## src/hdl/cop_pkg.sv

```systemverilog
// Package for the constant off-time chopper: timing constants and state types.
// Assumes a 40 MHz reference clock; timer counts derive from times in nanoseconds, the pump count from its frequency in kHz.
package cop_pkg;

    // ==========================================================================
    // Clock and timing constants
    // ==========================================================================
    localparam int CLK_PERIOD_NS   = 25;
    localparam int GUARD_NS        = 1000;
    localparam int BLANK_NS        = 1000;
    localparam int MIN_ON_NS       = 2500;
    localparam int PUMP_FREQ_KHZ   = 600;
    localparam int OFF_DEF_NS      = 13000;
    // Least times round up, none below one cycle.
    localparam int GUARD_CYC  = (GUARD_NS + CLK_PERIOD_NS - 1) / CLK_PERIOD_NS;
    localparam int BLANK_CYC  = (BLANK_NS + CLK_PERIOD_NS - 1) / CLK_PERIOD_NS;
    localparam int MIN_ON_CYC = (MIN_ON_NS + CLK_PERIOD_NS - 1) / CLK_PERIOD_NS;
    localparam int OFF_DEF_CYC = (OFF_DEF_NS + CLK_PERIOD_NS - 1) / CLK_PERIOD_NS;
    // Half period of the pump square wave, rounded down (33 cycles, 606 kHz).
    localparam int PUMP_HALF_CYC = (1000000 / CLK_PERIOD_NS) / (2 * PUMP_FREQ_KHZ);
    // Off time reaches 6 ms: 240000 cycles, so counters are 18 bits.
    localparam int CNT_W = 18;

    // ==========================================================================
    // Chopper states
    // ==========================================================================
    typedef enum logic [2:0] {
        COP_IDLE,
        COP_ON_GUARD,
        COP_ON,
        COP_OFF_GUARD,
        COP_OFF,
        COP_RET_GUARD
    } cop_state_t;

endpackage

```

## src/hdl/cop_chopper.sv

```systemverilog
// Dual constant off-time PWM chopper with dead time, blanking and minimum on time.
// Assumes comparator outputs, decay select and enable arrive asynchronously from pins.
//
// Notes on behaviour
// Two independent choppers, one per bridge.
// Dead time between leg transistor switchings.
// Comparator trip starts off time immediately.
// Off interval is monostable plus dead time.
// Comparator ignored during blanking after turn-on.
// Minimum on time enforced every cycle.
// Off time programmable up to six milliseconds.
// Short on time keeps chopping, off fixed.
// Decay select low: fast decay, both off.
// Decay select high: slow decay, low-side off.
// Fast decay: only lower diode-side transistor rectifies.
// Fast decay: restore pair after dead time.
// Slow decay: opposite upper transistor rectifies.
// Slow decay: release upper, then lower on.
// Host drives enable through resistor and capacitor.
// Fault pull-down wired onto enable pin.
// Free-running pump oscillator near 600 kHz.
// Overcurrent pulls enable low until recovery.
// Enable low: all transistors off, idle.
// Timers are parameterised cycle counters.
`timescale 1ns/10ps

module cop_chopper
    import cop_pkg::*;
#(
    parameter logic [cop_pkg::CNT_W-1:0] OFF_CYC = cop_pkg::CNT_W'(cop_pkg::OFF_DEF_CYC)
) (
    // Clock, reset, enable
    input  wire logic                      ref_clk,
    input  wire logic                      srst,
    input  wire logic                      clk_en,
    // Control pins
    input  wire logic                      decay_slow_pin,
    input  wire logic                      enable_pin_in,
    input  wire logic                      fault_req,
    input  wire logic [1:0]                phase_dir,
    // Sense comparators, one per bridge
    input  wire logic [1:0]                sense_over_ref,
    // Gate drives per bridge: bit 0 is bridge A
    output logic [1:0]                     gate_hi1,
    output logic [1:0]                     gate_lo1,
    output logic [1:0]                     gate_hi2,
    output logic [1:0]                     gate_lo2,
    // Monostable activity, one per bridge
    output logic [1:0]                     off_interval_timing_pin,
    // Open-drain pull-down on enable
    output logic                           enable_pin_out,
    output logic                           enable_pin_oe,
    // Charge pump square wave
    output logic                           pump_oscillator_out
);
    import cop_pkg::*;

    // ==========================================================================
    // Input synchronisers
    // ==========================================================================
    logic [4:0] sync1_r;
    logic [4:0] sync2_r;
    logic [4:0] sync1_nxt;
    logic [4:0] sync2_nxt;
    logic       en_ok;
    logic       slow_sel;
    logic [1:0] trip;

    always_comb begin
        sync1_nxt = {decay_slow_pin, enable_pin_in, fault_req, sense_over_ref};
        sync2_nxt = sync1_r;
    end

    always_ff @(posedge ref_clk) begin
        if (srst) begin
            sync1_r <= 5'h00;
            sync2_r <= 5'h00;
        end else if (clk_en) begin
            sync1_r <= sync1_nxt;
            sync2_r <= sync2_nxt;
        end
    end

    assign trip     = sync2_r[1:0];
    // A pending fault overrides the host level on the shared pin.
    assign en_ok    = sync2_r[3] & ~sync2_r[2];
    assign slow_sel = sync2_r[4];

    // ==========================================================================
    // Enable pull-down
    // ==========================================================================
    // The pull-down only sinks; the external RC sets the recovery time.
    assign enable_pin_out = 1'b0;
    logic oe_r;
    logic oe_nxt;
    always_comb oe_nxt = sync2_r[2];
    always_ff @(posedge ref_clk) begin
        if (srst) begin
            oe_r <= 1'b0;
        end else if (clk_en) begin
            oe_r <= oe_nxt;
        end
    end
    assign enable_pin_oe = oe_r;

    // ==========================================================================
    // Charge pump oscillator
    // ==========================================================================
    logic [5:0] pump_cnt_r;
    logic [5:0] pump_cnt_nxt;
    logic       pump_r;
    logic       pump_nxt;

    always_comb begin
        pump_cnt_nxt = pump_cnt_r + 6'h01;
        pump_nxt     = pump_r;
        if (pump_cnt_r == 6'(PUMP_HALF_CYC - 1)) begin
            pump_cnt_nxt = 6'h00;
            pump_nxt     = ~pump_r;
        end
    end

    always_ff @(posedge ref_clk) begin
        if (srst) begin
            pump_cnt_r <= 6'h00;
            pump_r     <= 1'b0;
        end else if (clk_en) begin
            pump_cnt_r <= pump_cnt_nxt;
            pump_r     <= pump_nxt;
        end
    end
    assign pump_oscillator_out = pump_r;

    // ==========================================================================
    // Chopper state per bridge
    // ==========================================================================
    // Phase dir 1 drives high side 1 and low side 2; dir 0 the opposite diagonal.
    // The direction is latched per bridge, so decay always acts on the pair that was conducting.
    cop_state_t             st_r      [2];
    cop_state_t             st_nxt    [2];
    logic [CNT_W-1:0]       cnt_r     [2];
    logic [CNT_W-1:0]       cnt_nxt   [2];
    logic [CNT_W-1:0]       on_cnt_r  [2];
    logic [CNT_W-1:0]       on_cnt_nxt[2];
    logic [1:0]             mono_r;
    logic [1:0]             mono_nxt;
    logic [1:0]             slow_r;
    logic [1:0]             slow_nxt;
    logic [1:0]             dir_r;
    logic [1:0]             dir_nxt;
    logic [1:0]             hi1_r;
    logic [1:0]             lo1_r;
    logic [1:0]             hi2_r;
    logic [1:0]             lo2_r;
    logic [1:0]             hi1_nxt;
    logic [1:0]             lo1_nxt;
    logic [1:0]             hi2_nxt;
    logic [1:0]             lo2_nxt;

    function automatic logic [CNT_W-1:0] dec_sat(input logic [CNT_W-1:0] v);
        dec_sat = (v == '0) ? '0 : v - CNT_W'(1);
    endfunction

    always_comb begin
        for (int b = 0; b < 2; b++) begin
            st_nxt[b]     = st_r[b];
            cnt_nxt[b]    = dec_sat(cnt_r[b]);
            on_cnt_nxt[b] = dec_sat(on_cnt_r[b]);
            mono_nxt[b]   = mono_r[b];
            slow_nxt[b]   = slow_r[b];
            dir_nxt[b]    = dir_r[b];
            hi1_nxt[b]    = 1'b0;
            lo1_nxt[b]    = 1'b0;
            hi2_nxt[b]    = 1'b0;
            lo2_nxt[b]    = 1'b0;
            case (st_r[b])
                COP_IDLE: begin
                    mono_nxt[b] = 1'b0;
                    dir_nxt[b]  = phase_dir[b];
                    if (en_ok) begin
                        st_nxt[b]  = COP_ON_GUARD;
                        cnt_nxt[b] = CNT_W'(GUARD_CYC);
                    end
                end
                COP_ON_GUARD, COP_RET_GUARD: begin
                    // Everything off except a held upper transistor in slow decay.
                    if (cnt_r[b] == '0) begin
                        st_nxt[b]     = COP_ON;
                        on_cnt_nxt[b] = CNT_W'(MIN_ON_CYC);
                        cnt_nxt[b]    = CNT_W'(BLANK_CYC);
                    end
                end
                COP_ON: begin
                    hi1_nxt[b] = dir_r[b];
                    lo2_nxt[b] = dir_r[b];
                    hi2_nxt[b] = ~dir_r[b];
                    lo1_nxt[b] = ~dir_r[b];
                    // Trip honoured only after blanking and the minimum on time.
                    if (phase_dir[b] != dir_r[b]) begin
                        // Swapping diagonals in one step would cross both legs, so all go off for a guard.
                        st_nxt[b]  = COP_ON_GUARD;
                        dir_nxt[b] = phase_dir[b];
                        cnt_nxt[b] = CNT_W'(GUARD_CYC);
                        hi1_nxt[b] = 1'b0;
                        lo1_nxt[b] = 1'b0;
                        hi2_nxt[b] = 1'b0;
                        lo2_nxt[b] = 1'b0;
                    end else if (trip[b] && cnt_r[b] == '0 && on_cnt_r[b] == '0) begin
                        st_nxt[b]   = COP_OFF_GUARD;
                        slow_nxt[b] = slow_sel;
                        mono_nxt[b] = 1'b1;
                        cnt_nxt[b]  = CNT_W'(GUARD_CYC);
                        hi1_nxt[b]  = dir_r[b] & slow_sel;
                        hi2_nxt[b]  = ~dir_r[b] & slow_sel;
                        lo1_nxt[b]  = 1'b0;
                        lo2_nxt[b]  = 1'b0;
                    end
                end
                COP_OFF_GUARD: begin
                    hi1_nxt[b] = dir_r[b] & slow_r[b];
                    hi2_nxt[b] = ~dir_r[b] & slow_r[b];
                    if (cnt_r[b] == '0) begin
                        st_nxt[b]  = COP_OFF;
                        // Monostable counts from the trip; guard already spent.
                        cnt_nxt[b] = (OFF_CYC > CNT_W'(GUARD_CYC)) ? OFF_CYC - CNT_W'(GUARD_CYC) : '0;
                    end
                end
                COP_OFF: begin
                    if (slow_r[b]) begin
                        hi1_nxt[b] = 1'b1;
                        hi2_nxt[b] = 1'b1;
                    end else begin
                        // Only the lower transistor beside the conducting diode.
                        lo1_nxt[b] = dir_r[b];
                        lo2_nxt[b] = ~dir_r[b];
                    end
                    if (cnt_r[b] == '0) begin
                        st_nxt[b]   = COP_RET_GUARD;
                        mono_nxt[b] = 1'b0;
                        cnt_nxt[b]  = CNT_W'(GUARD_CYC);
                        // Slow decay keeps only the original upper one; fast drops all.
                        hi1_nxt[b]  = dir_r[b] & slow_r[b];
                        hi2_nxt[b]  = ~dir_r[b] & slow_r[b];
                        lo1_nxt[b]  = 1'b0;
                        lo2_nxt[b]  = 1'b0;
                    end
                end
                default: begin
                    st_nxt[b] = COP_IDLE;
                end
            endcase
            if (st_r[b] == COP_RET_GUARD) begin
                hi1_nxt[b] = dir_r[b] & slow_r[b];
                hi2_nxt[b] = ~dir_r[b] & slow_r[b];
            end
            // The monostable runs its full time regardless of the on time.
            if (!en_ok) begin
                st_nxt[b]   = COP_IDLE;
                mono_nxt[b] = 1'b0;
                hi1_nxt[b]  = 1'b0;
                lo1_nxt[b]  = 1'b0;
                hi2_nxt[b]  = 1'b0;
                lo2_nxt[b]  = 1'b0;
            end
        end
    end

    always_ff @(posedge ref_clk) begin
        if (srst) begin
            for (int b = 0; b < 2; b++) begin
                st_r[b]     <= COP_IDLE;
                cnt_r[b]    <= '0;
                on_cnt_r[b] <= '0;
            end
            mono_r <= 2'h0;
            dir_r  <= 2'h0;
            slow_r <= 2'h0;
            hi1_r  <= 2'h0;
            lo1_r  <= 2'h0;
            hi2_r  <= 2'h0;
            lo2_r  <= 2'h0;
        end else if (clk_en) begin
            for (int b = 0; b < 2; b++) begin
                st_r[b]     <= st_nxt[b];
                cnt_r[b]    <= cnt_nxt[b];
                on_cnt_r[b] <= on_cnt_nxt[b];
            end
            mono_r <= mono_nxt;
            dir_r  <= dir_nxt;
            slow_r <= slow_nxt;
            hi1_r  <= hi1_nxt;
            lo1_r  <= lo1_nxt;
            hi2_r  <= hi2_nxt;
            lo2_r  <= lo2_nxt;
        end
    end

    assign gate_hi1                = hi1_r;
    assign gate_lo1                = lo1_r;
    assign gate_hi2                = hi2_r;
    assign gate_lo2                = lo2_r;
    assign off_interval_timing_pin = mono_r;

endmodule

```

## config.mk

```make
export PLATFORM = sky130hd
export DESIGN_NAME = cop_chopper
export DESIGN_NICKNAME = d
export VERILOG_FILES = /design/src/hdl/cop_pkg.sv /design/src/hdl/cop_chopper.sv
export SDC_FILE = /design/constraint.sdc
export NUM_CORES = 1
export LEC_CHECK = 0
export BUFFER_PORTS_ARGS = -buffer_cell sky130_fd_sc_hd__buf_2
export CAP_MARGIN = 20
export CORE_MARGIN = 2
export CORE_UTILIZATION = 45
export DETAILED_ROUTE_END_ITERATION = 10
export PLACE_DENSITY_LB_ADDON = 0.15
export SYNTH_ARGS = -nofsm -noshare
export SYNTH_HDL_FRONTEND = slang
export SYNTH_SLANG_ARGS = --single-unit
export TNS_END_PERCENT = 20
```

## constraint.sdc

```tcl
create_clock -name ref_clk -period 4.3 [get_ports ref_clk]
set_clock_uncertainty 0.1 [all_clocks]
set_input_delay 0.43 -clock ref_clk [delete_from_list [all_inputs] [get_ports ref_clk]]
set_output_delay 0.43 -clock ref_clk [all_outputs]
set_load 0.02 [all_outputs]
```

Word-level counts from Yosys, hierarchy flattened

Memories as Yosys holds them, arrays and structs flattened.
Cells that the tools add are included.

Word-level logic and storage cells: 200
Memories: 3
Input bits: 10
RAM bits: 78
Output and inout bits: 13
ROM bits: 0
Bits in latches: 0
Register bits: 32

Memory list:

| name     | depth | width | read ports | clocked after memory_dff | write ports | RTL line           | text |
|---|---|---|---|---|---|---|---|
| cnt_r    | 2     | 18    | 2          | 0                        | 2           | cop_chopper.sv:141 | `logic [CNT_W-1:0] cnt_r [2];` |
| on_cnt_r | 2     | 18    | 2          | 0                        | 2           | cop_chopper.sv:143 | `logic [CNT_W-1:0] on_cnt_r [2];` |
| st_r     | 2     | 3     | 2          | 0                        | 2           | cop_chopper.sv:139 | `cop_state_t st_r [2];` |

Equal/unequal tests: 23
Magnitude comparators: 0
Muxes and demuxes: 110
Multiply operators: 0
Bitwise operators: 21
Add/sub/neg operators: 5
Shift operators: 0
Divide/modulo/power cells: 0
Reductions and logical operators: 23

Operators by type and width:

| operator              | count |
|---|---|
| $mux 18               | 22 |
| $pmux 18 s4           | 2 |
| $logic_not 18->1      | 4 |
| $sub 18x1->18 const B | 4 |
| $mux 1                | 57 |
| $mux 3                | 14 |
| $pmux 3 s5            | 2 |
| $ne 3x3->1 const B    | 6 |
| $pmux 1 s3            | 6 |
| $eq 3x2->1 const B    | 4 |
| $eq 3x3->1 const B    | 4 |
| $pmux 1 s2            | 6 |
| $reduce_and 5->1      | 2 |
| $and 1x1->1           | 9 |
| $ne 4x1->1 const B    | 2 |
| $reduce_and 4->1      | 2 |
| $add 6x1->6 const B   | 1 |
| $eq 3x1->1 const B    | 2 |
| $eq 6x6->1 const B    | 1 |
| $logic_not 3->1       | 2 |
| $mux 6                | 1 |
| $not 1->1             | 6 |
| $or 1x1->1            | 6 |
| $reduce_and 3->1      | 2 |
| other kinds (7)       | 15 |

Longest topological paths before layout

Gate-level depths: netlist (run 1).
An unclocked memory read counts as a cell.

Word-level depth: 9
Depth in mapped cells: 9
Gate-level depth less buffers: 7

Worst setup path after synthesis (run 1)

No wires, ideal clock.

Path kind: input port to flip-flop
Start: input port clk_en
End: memory cnt_r[0][0] (enable)
Cell stages on the path: 4
Setup time: 0.426 ns
Data required time: 3.774 ns
Path buffers: 2
Data arrival time: 2.410 ns
Setup slack: 1.365 ns
Path through: clkbuf_1 -> nor2_1 -> clkbuf_1 -> inv_1

RTL lines:

| element     | RTL line           | text |
|---|---|---|
| from (decl) | cop_chopper.sv:35  | `input wire logic clk_en,` |
| to (decl)   | cop_chopper.sv:141 |  |

==> impl_summary.txt, run 1 <==
----------------------------------------------------
[Placed design]
  Worst slack at placement ... 1346 ps
  DPL Wire Length ... 8984 um
  GPL Wtd Cong ... 0.8639
  Port Buffers ... 21

[STA]
  Worst hold-check slack ... 247.1 ps
  RSZ-0062 raised after global routing ... no
  Final Hold Fails ... 0
  Share of the cycle needed by the critical path after routing ... 0.6680
  Fmax ... 348.1 MHz
  Final-layout setup total negative slack ... 0 ps
  Crit path time final ... 2873 ps
  Final setup violation count ... 0
  Final setup slack of the worst path ... 1427 ps
  Measured slew at the worst slew-check pin ... 954.1 ps
  Count of pins over their slew limit ... 0
  Worst slew margin ... 0.3616

[Run status]
  Run status ... completed

[Floorplan]
  Die area ... 14,520 um2
  Std-Cell Core Area ... 13,240 um2
  Number of top-level design ports ... 23
  Vertical die dimension ... 120.5 um
  Initial standard-cell utilization of the core ... 0.4612
  Width of the chip ... 120.5 um
  Core Rows ... 42

[Final layout]
  Filler cells ... 1,230
  Ratio of cells with drive above 1 in the final layout ... 0.09642
  Area Growth Syn to Fin ... 9.260%
  # diodes ... 0
  Footprint of the multi-input gates ... 2972 um2
  Register Area ... 2983 um2
  Final net count ... 657

[Global route]
  Global-route wire length before repair ... 21,240 um
  Initial antenna violation count ... 0
  Maximum number of pins on one net before global-route repair ... 38
  Vias in the first global route ... 4,309
  Total routing usage reported by global routing ... 0.1832
  GRT overflow ... 0

[Worst setup path]
  Critical-path cell list ... or4_1 -> nor4_1 -> and2_1 -> o32ai_1 -> a21oi_1
  Worst Setup Start Kind ... flip-flop
  Required arrival time at the worst endpoint ... 4210 ps
  Max stage delay cell, worst path ... or4_1
  Data arrival time of the worst path ... 2780 ps
  Start-to-end type of the worst setup path ... flip-flop to flip-flop
  Crit-path max FO ... 5
  Delay-heaviest family, CP ... simple AND/OR/NAND/NOR gates
  Worst stage delay on the critical path ... 610 ps
  Critical Path Sink Type ... flip-flop
  Worst path bufs/invs ... 0

[Yosys]
  Cell count after synthesis ... 625
  Area fraction of the dominant cell type after synthesis ... 0.3835
  Post-synthesis net count ... 644
  Top_reg_cell synth ... edfxtp_1
  Share of async-settable or async-resettable flops after synthesis ... 0
  Top cells by area, synth ... edfxtp_1 (38%), dfxtp_1 (10%), nor2_1 (6.5%)
  Cell type with the highest aggregate area in the netlist ... edfxtp_1
  Register area share after synthesis ... 0.4884
  EDFF count, synth ... 78
  Average cell area after synthesis ... 9.771 um2
  Synthesized area ... 6107 um2
  Netlist cell types ... 65
  Yosys warning total ... 0
  Synthesized flop and latch total ... 110

[Detailed routing]
  Routed via count ... 4,584
  Number of DRC markers after the initial detailed-route iteration ... 306
  Post-route ant nets ... 0
  Final WL ... 12,710 um
  Router iterations before antenna repair ... 5
  Detailed-route vias per instance ... 5.597
  Post-detailed-route wirelength per cell ... 15.51 um
  DRC violations left ... 0

[CTS]
  H-tree level count ... 3
  Largest buffer count on any clock path ... 2
  Clock latency of the later-clocked register in the worst-skew pair ... 350 ps
  Hold buffers post-CTS ... 0
  Root buffer selected by CTS ... clkbuf_16
  Clock input transition at the sequential cells of the worst setup and hold paths ... 70 ps
  CTS Sinks ... 110
  Post-CTS Setup Repair Bufs ... 0
  TritonCTS clock tree ... yes
  Cts repair resizes ... 0
  CTS Buf Count ... 9

[Flow run]
  Max capacitance violation total ... 0

[Pwr]
  Pwr Density ... 378.3 nW/um2
  Worst vdd ir ... 0.2134 mV
  P_leak ... 0.002418 uW

[Min path]
  Class of the worst hold path ... input port to flip-flop

----------------------------------------------------
==> cell usage in the layout, fill, tap and decap left out, types with 12 or more instances in the layout <==
cell,count
a31oi_1,12
buf_2,21
nor3_1,21
nand3_1,12
a21oi_1,35
edfxtp_1,78
nand2b_1,14
nor4_1,14
nand2_1,49
mux2i_1,18
o21ai_0,12
inv_1,14
nor2_1,105
xor2_1,25
xnor2_1,38
dfxtp_1,32
==> cells by family after synthesis <==
kind of cell | count (synthesis) | share of synthesized area
AND/OR/NAND/NOR | 294 | 0.2506
flip-flops | 110 | 0.4884
AO/OA/AOI/OAI | 92 | 0.09527
XOR/XNOR | 63 | 0.09035
buffers and inverters | 37 | 0.02499
multiplexers | 19 | 0.03135
adder cells (fa/ha/maj) | 9 | 0.01844
other | 1 | 0.0006140
==> metal layers <==
metal / vias up / GRT usage / share of wire
met1: 2206 / 0.2637 / 0.50
met5: - / 0 / 0
met2: 90 / 0.2807 / 0.45
met4: 0 / 0.06759 / 0.014
li1: 2274 / - / -
met3: 14 / 0.02689 / 0.031
==> layout make-up <==
cell class / count / area share
Clock buffer: 10 / 0.03431
Timing Repair Buffer: 24 / 0.01913
Multi-Input combinational cell: 478 / 0.4453
Tap cell: 176 / 0.03300
Inverter: 15 / 0.008438
Clock inverter: 6 / 0.01275
Sequential cell: 110 / 0.4470
==> worst register-to-register path, stage by stage, from the launching register on <==
cell	delay (ps)
edfxtp_1	450
or4_1	610
nor4_1	570
and2_1	330
o32ai_1	120
a21oi_1	360
==> cell usage after synthesis, types with 12 or more instances <==
cell	number
nor2_1	105
edfxtp_1	78
nand2_1	49
xnor2_1	38
a21oi_1	35
dfxtp_1	32
xor2_1	25
nor3_1	21
mux2i_1	18
inv_1	15
clkbuf_1	14
nand2b_1	14
nor4_1	14
a31oi_1	12
nand3_1	12
o21ai_0	12
==> where the power goes <==
part           switching [uW]  total [uW]  internal [uW]
combinational             199         339            140
clock                     386         897            511
sequential               76.4        1290           1210
total                     662        2520           1860
==> path summary, 6_finish.rpt <==
path	depth (start not counted)	slack, ps	start	endpoint
worst max-delay path	5	1430	on_cnt_r[0][29]	st_r[0][5]
worst max register to register	5	1430	on_cnt_r[0][29]	st_r[0][5]
worst min register to register	2	370	gate_hi1[0]	gate_hi1[0]
worst min-delay path	3	250	sense_over_ref[1]	sync1_r[1]
==> stage by stage <==
step / instances / utilization / area (um2) / power (uW)
floorplan: 625 / - / 6107 / 1569
global placement: 803 / 0.4802 / 6359 / 1640
detailed placement: 803 / 0.4802 / 6359 / 1648
CTS: 819 / 0.5039 / 6673 / 2539
global route: 819 / 0.5039 / 6673 / 2640
finish: 819 / 0.5039 / 6673 / 2524
==> state kept, by name (all words and copies together), names as in the netlist <==
signal	count
sync1_r	5
off_interval_timing_pin	2
dir_r	2
gate_hi2	2
gate_hi1	2
gate_lo1	2
sync2_r	5
pump_oscillator_out	1
st_r	6
on_cnt_r	36
cnt_r	36
gate_lo2	2
enable_pin_oe	1
slow_r	2
pump_cnt_r	6
Power figures use the tool's default switching activity.
==> inputs of run 2 (changes only) <==
Clock period 4.3 ns to 2.8 ns, I/O delays scaled along.
==> run 2 against run 1 <==
Global-route usage grew 0.48 points; highest routed layer unchanged; hold slack lost 180 ps; non-clock buffer count grew 22; register-to-register slack lost 1200 ps; clock power grew 55%; critical path type unchanged; clock-buffer cell count is the same; final cell count grew 2.7%.
==> impl_summary.txt, run 2 (synthesis results as in run 1) <==
----------------------------------------------------
[Detailed routing]
  Routed via count ... 4,617 (+0.72%)
  Final WL ... 13,010 um (+2.4%)
  Post-route ant nets ... 0 (unchanged)
  DRC violations left ... 0 (unchanged)
  Number of DRC markers after the initial detailed-route iteration ... 407 (+33%)
  Router iterations before antenna repair ... 5 (unchanged)
  Detailed-route vias per instance ... 5.490 (-1.9%)
  Post-detailed-route wirelength per cell ... 15.47 um (-0.27%)

[Global route]
  Met3 track demand over resource ... 0.04670 (+0.01981)
  Maximum number of pins on one net before global-route repair ... 48 (+26%)
  Grt met2 use ... 0.2917 (+0.01095)
  Total routing usage reported by global routing ... 0.1879 (+0.004758)
  GR peak layer ... met2
  Met1 Track Usage GR ... 0.2681 (+0.004489)
  Vias in the first global route ... 4,459 (+3.5%)
  Global-route wire length before repair ... 21,860 um (+2.9%)
  Initial antenna violation count ... 0 (unchanged)
  GRT overflow ... 0 (unchanged)

[Pwr]
  Power share of the sequential group ... 0.504 (-0.006)
  Combinational power share ... 0.141 (+0.007)
  Net switching power figure ... 1014 uW (+53%)
  Clock network fraction of total power ... 0.355 (about the same)
  Pwr Density ... 571.9 nW/um2 (+51%)
  Worst vdd ir ... 0.4068 mV (+91%)
  Cell-internal power ... 2905 uW (+56%)
  Switching fraction of total power ... 0.2588 (-0.003334)
  PnR Total Power ... 3919 uW (+55%)
  P_leak ... 0.002534 uW (+4.8%)

[Final layout]
  Filler cells ... 1,232 (+0.16%)
  Final standard cell count with taps included and fillers excluded ... 841 (+2.7%)
  Most common library cell in the layout ignoring fill and taps ... nor2_1
  Final net count ... 679 (+3.3%)
  Ratio of cells with drive above 1 in the final layout ... 0.1293 (+0.03290)
  Registers with the most flip-flops ... cnt_r (36), on_cnt_r (36)
  Leading cell types in the layout, fill and taps excluded ... nor2_1 (105), edfxtp_1 (78), nand2_1 (49)
  # diodes ... 0 (unchanged)
  Footprint of the multi-input gates ... 2977 um2 (+0.17%)
  Area Growth Syn to Fin ... 12.21%
  Register Area ... 2983 um2 (unchanged)

[Worst setup path]
  Crit-path max FO ... 13 (+8)
  Critical Path Sink Type ... flip-flop
  Worst stage delay on the critical path ... 690 ps (+80 ps)
  Data arrival time of the worst path ... 2580 ps (-200 ps)
  Critical-path cell list ... or4_1 -> nor3_4 -> nand2_2 -> buf_4 -> nand2_1 -> nor2_1
  Start-to-end type of the worst setup path ... flip-flop to flip-flop
  Register-to-register setup slack ... 210 ps (-1220 ps)
  Worst Setup Start Kind ... flip-flop
  Required arrival time at the worst endpoint ... 2790 ps (-1420 ps)
  Max stage delay cell, worst path ... or4_1

[STA]
  Final-layout setup total negative slack ... 0 ps (unchanged)
  Share of the cycle needed by the critical path after routing ... 0.9264 (+0.2584)
  Final Hold Fails ... 0 (unchanged)
  Fmax ... 385.5 MHz (+11%)
  Final setup violation count ... 0 (unchanged)
  Crit path time final ... 2594 ps (-278.6 ps)
  Count of pins over their slew limit ... 0 (unchanged)
  Final setup slack of the worst path ... 206.1 ps (-1221 ps)
  RSZ-0062 raised after global routing ... no
  Worst hold-check slack ... 62.18 ps (-185.0 ps)
  Worst slew margin ... 0.5676 (+0.2060)
  Measured slew at the worst slew-check pin ... 648.6 ps (-305.4 ps)

[Floorplan]
  Std-Cell Core Area ... 13,240 um2 (unchanged)
  Number of top-level design ports ... 23 (unchanged)
  Die area ... 14,520 um2 (unchanged)
  Core Rows ... 42 (unchanged)
  Width of the chip ... 120.5 um (unchanged)
  Initial standard-cell utilization of the core ... 0.4612 (unchanged)
  Vertical die dimension ... 120.5 um (unchanged)

[Placed design]
  GPL Wtd Cong ... 0.8908 (+3.1%)
  Port Buffers ... 21 (unchanged)
  Post-Place Cells ... 825 (+2.7%)
  Worst slack at placement ... 203.8 ps (-1142 ps)
  DPL Wire Length ... 9188 um (+2.3%)

[CTS]
  Clock latency of the later-clocked register in the worst-skew pair ... 360 ps (about the same)
  H-tree level count ... 3 (unchanged)
  Post-CTS Setup Repair Bufs ... 0 (unchanged)
  CTS Buf Count ... 9 (unchanged)
  Root buffer selected by CTS ... clkbuf_16
  TritonCTS clock tree ... yes
  Clock input transition at the sequential cells of the worst setup and hold paths ... 70 ps (about the same)
  CTS Sinks ... 110 (unchanged)
  Largest buffer count on any clock path ... 2 (unchanged)

[Run status]
  Run status ... completed

[Flow run]
  Max capacitance violation total ... 0 (unchanged)

[Min path]
  Class of the worst hold path ... input port to flip-flop

----------------------------------------------------
run 2: what timing repair did:
| item | CTS | global route |
|---|---|---|
| endpoints found under the setup margin | 0 | 13 |
| gates resized for setup | 0 | 1 |
| hold endpoints to repair | 0 | 0 |
| hold buffers | 0 | 0 |
run 2: power groups by stage:
stage	logic, uW	registers (uW)	clock network (uW)
global placement	543	2000	0
detailed placement	549	2010	0
CTS	552	1980	1440
finish	551	1980	1390
floorplan	433	1980	0
global route	618	1990	1490
run 2: layout make-up:
cell class,count,share of cell area
flip-flops and latches,110,0.4353
multi-input cells,478,0.4344
repair buffers,46,0.04272
clock buffers,10,0.03487
well taps,176,0.03213
clock inverters,6,0.01242
inverters,15,0.008216
run 2: path summary, 6_finish.rpt:
| path | cells after the start | to | start |
|---|---|---|---|
| setup / recovery | 6 | cnt_r[0][9] | cnt_r[0][3] |
| hold / removal | 3 | sync1_r[3] | enable_pin_in |
| setup reg to reg | 6 | cnt_r[0][9] | cnt_r[0][3] |
| hold reg to reg | 2 | gate_lo2[1] | gate_lo2[1] |
run 2: worst max-delay path: cells and delay by family (launching register included):
kind / cells / cell delay, ps
simple gates: 5 / 1610
flops: 1 / 430
buf+inv: 1 / 180
run 2: routing by layer:
metal | vias to the layer above | wire [um]
met3 | 9 | 575
met2 | 83 | 5867
met1 | 2215 | 6460
met4 | 0 | 108
met5 | - | 0
li1 | 2310 | -
run 2: stage by stage:
stage / instance area [um2] / util
floorplan: 6107 / -
global placement: 6524 / 0.4926
detailed placement: 6524 / 0.4926
CTS: 6848 / 0.5171
global route: 6853 / 0.5175
finish: 6853 / 0.5175
==> inputs of run 3 (changes only) <==
Settings changed: CTS_BUF_LIST from default to sky130_fd_sc_hd__clkbuf_8.
==> run 3 against run 2 <==
Core utilization shrank 0.77 points; sequential share of layout area grew 0.65 points; via count shrank 0.35%; global-route usage is essentially flat; sequential power is essentially flat; fmax shrank 0.33%; critical path type unchanged.
==> impl_summary.txt, run 3 (synthesis results as in run 1) <==
----------------------------------------------------
[Run status]
  Run status ... completed

[Worst setup path]
  Crit-path max FO ... 6 (-7)
  Start of the worst register-to-register path ... cnt_r[0][18]
  Critical-path cell list ... inv_1 -> ha_1 -> or3b_1 -> or2_1 -> nor3_2 -> o32ai_1 -> a21oi_1
  Start-to-end type of the worst setup path ... flip-flop to flip-flop
  Worst Setup Start Kind ... flip-flop
  Data arrival time of the worst path ... 2570 ps (about the same)
  Worst stage delay on the critical path ... 480 ps (-210 ps)
  CP Launch Point ... cnt_r[0][18]
  Worst path bufs/invs ... 1 (unchanged)
  Required arrival time at the worst endpoint ... 2770 ps (-20 ps)
  Critical Path Sink Type ... flip-flop
  Max stage delay cell, worst path ... or3b_1
  Delay-heaviest family, CP ... simple AND/OR/NAND/NOR gates

[Floorplan]
  Number of top-level design ports ... 23 (unchanged)
  Std-Cell Core Area ... 13,240 um2 (unchanged)
  Core Rows ... 42 (unchanged)
  Vertical die dimension ... 120.5 um (unchanged)
  Die area ... 14,520 um2 (unchanged)
  Initial standard-cell utilization of the core ... 0.4612 (unchanged)
  Width of the chip ... 120.5 um (unchanged)

[STA]
  Final Hold Fails ... 0 (unchanged)
  Measured slew at the worst slew-check pin ... 626.8 ps (-21.81 ps)
  Crit path time final ... 2603 ps (+8.714 ps)
  Final setup slack of the worst path ... 197.4 ps (-8.714 ps)
  Final-layout setup total negative slack ... 0 ps (unchanged)
  Fmax ... 384.2 MHz (-0.33%)
  Count of pins over their slew limit ... 0 (unchanged)
  Share of the cycle needed by the critical path after routing ... 0.9295 (+0.003112)
  Final setup violation count ... 0 (unchanged)
  Worst slew margin ... 0.5821 (+0.01454)
  RSZ-0062 raised after global routing ... no

[Final layout]
  Final net count ... 679 (unchanged)
  Registers with the most flip-flops ... cnt_r (36), on_cnt_r (36)
  Most common library cell in the layout ignoring fill and taps ... nor2_1
  Final instance area ... 6751 um2 (-1.5%)
  Leading cell types in the layout, fill and taps excluded ... nor2_1 (105), edfxtp_1 (78), nand2_1 (49)
  Ratio of cells with drive above 1 in the final layout ... 0.1293 (unchanged)
  # diodes ... 0 (unchanged)
  Filler cells ... 1,244 (+0.97%)
  Final standard cell count with taps included and fillers excluded ... 841 (unchanged)
  Area Growth Syn to Fin ... 10.55%

[Detailed routing]
  Post-detailed-route wirelength per cell ... 15.43 um (-0.28%)
  Final WL ... 12,970 um (-0.28%)
  Routed via count ... 4,601 (-0.35%)
  Number of DRC markers after the initial detailed-route iteration ... 391 (-3.9%)
  Post-route ant nets ... 0 (unchanged)
  Detailed-route vias per instance ... 5.471 (-0.35%)
  Router iterations before antenna repair ... 5 (unchanged)
  DRC violations left ... 0 (unchanged)

[Global route]
  Maximum number of pins on one net before global-route repair ... 48 (unchanged)
  Global-route wire length before repair ... 21,820 um (-0.19%)
  Vias in the first global route ... 4,449 (-0.22%)
  Initial antenna violation count ... 0 (unchanged)
  Total routing usage reported by global routing ... 0.1875 (-0.0004233)
  GRT overflow ... 0 (unchanged)

[CTS]
  Clock latency of the later-clocked register in the worst-skew pair ... 400 ps (+40 ps)
  Root buffer selected by CTS ... clkbuf_8
  H-tree level count ... 3 (unchanged)
  Clock input transition at the sequential cells of the worst setup and hold paths ... 100 ps (+30 ps)
  TritonCTS clock tree ... yes
  CTS Sinks ... 110 (unchanged)
  CTS Buf Count ... 9 (unchanged)
  Hold buffers post-CTS ... 0 (unchanged)
  Largest buffer count on any clock path ... 2 (unchanged)

[Flow run]
  Max capacitance violation total ... 0 (unchanged)

[Pwr]
  P_leak ... 0.002487 uW (-1.8%)
  Worst vdd ir ... 0.3664 mV (-9.9%)
  Pwr Density ... 534.4 nW/um2 (-6.6%)

[Placed design]
  GPL Wtd Cong ... 0.8908 (unchanged)
  Port Buffers ... 21 (unchanged)
  Placed cell area ... 6524 um2 (unchanged)
  DPL Wire Length ... 9188 um (unchanged)
  Worst slack at placement ... 203.8 ps (unchanged)
  Post-Place Cells ... 825 (unchanged)

[Min path]
  Class of the worst hold path ... input port to flip-flop
  Min-Delay Startpoint ... enable_pin_in

----------------------------------------------------
-- run 3: cell types whose count changed in the layout (fill, tap and decap cells not counted) --
cell / change
clkbuf_16: -9
clkbuf_8: +9
-- run 3: worst reg2reg max path, cell delays in order (launching register included) --
cell and delay, ps:
edfxtp_1 450, inv_1 90, ha_1 170, or3b_1 480
or2_1 370, nor3_2 200, o32ai_1 110, a21oi_1 320
-- run 3: final timing paths --
path	slack, ps	cells after the start	end
setup reg to reg	200	7	st_r[0][5]
hold reg to reg	380	2	gate_lo1[0]
setup / recovery	200	7	st_r[0][5]
hold / removal	20	3	sync1_r[3]
-- run 3: final cells by class --
type | instances | area [um2] | area share
Sequential cell | 110 | 2983 | 0.4418
Multi-Input combinational cell | 478 | 2977 | 0.4409
Timing Repair Buffer | 46 | 292.8 | 0.04337
Tap cell | 176 | 220.2 | 0.03262
Clock buffer | 10 | 137.6 | 0.02039
Clock inverter | 6 | 85.08 | 0.01260
Inverter | 15 | 56.30 | 0.008340
-- run 3: per-stage QoR --
stage	hold WS [ps]	util	total power [uW]
final	23.02	0.5098	3608
after global routing	23.15	0.5098	3790
after CTS	7.137	0.5094	3639
after detailed placement	350.6	0.4926	2558
after global placement	349.1	0.4926	2548
after floorplan	280.8	-	2409
-- run 3: what timing repair did --
action                                  CTS  global route
endpoints found under the setup margin    0            14
resized for setup                         0             1
buffers inserted                          0             0
-- run 3: routing by layer --
layer	vias to the layer above	share of wire	global-route usage
li1	2309	-	-
met1	2212	0.50	0.2668
met2	75	0.46	0.2927
met3	5	0.039	0.04528
met4	0	0.0072	0.03706
met5	-	0	0
-- run 3: where the power goes --
group | switching, uW | internal [uW] | leakage (uW)
clock | 554 | 525 | 0.000110
sequential | 115 | 1860 | 0.00112
combinational | 314 | 238 | 0.00125
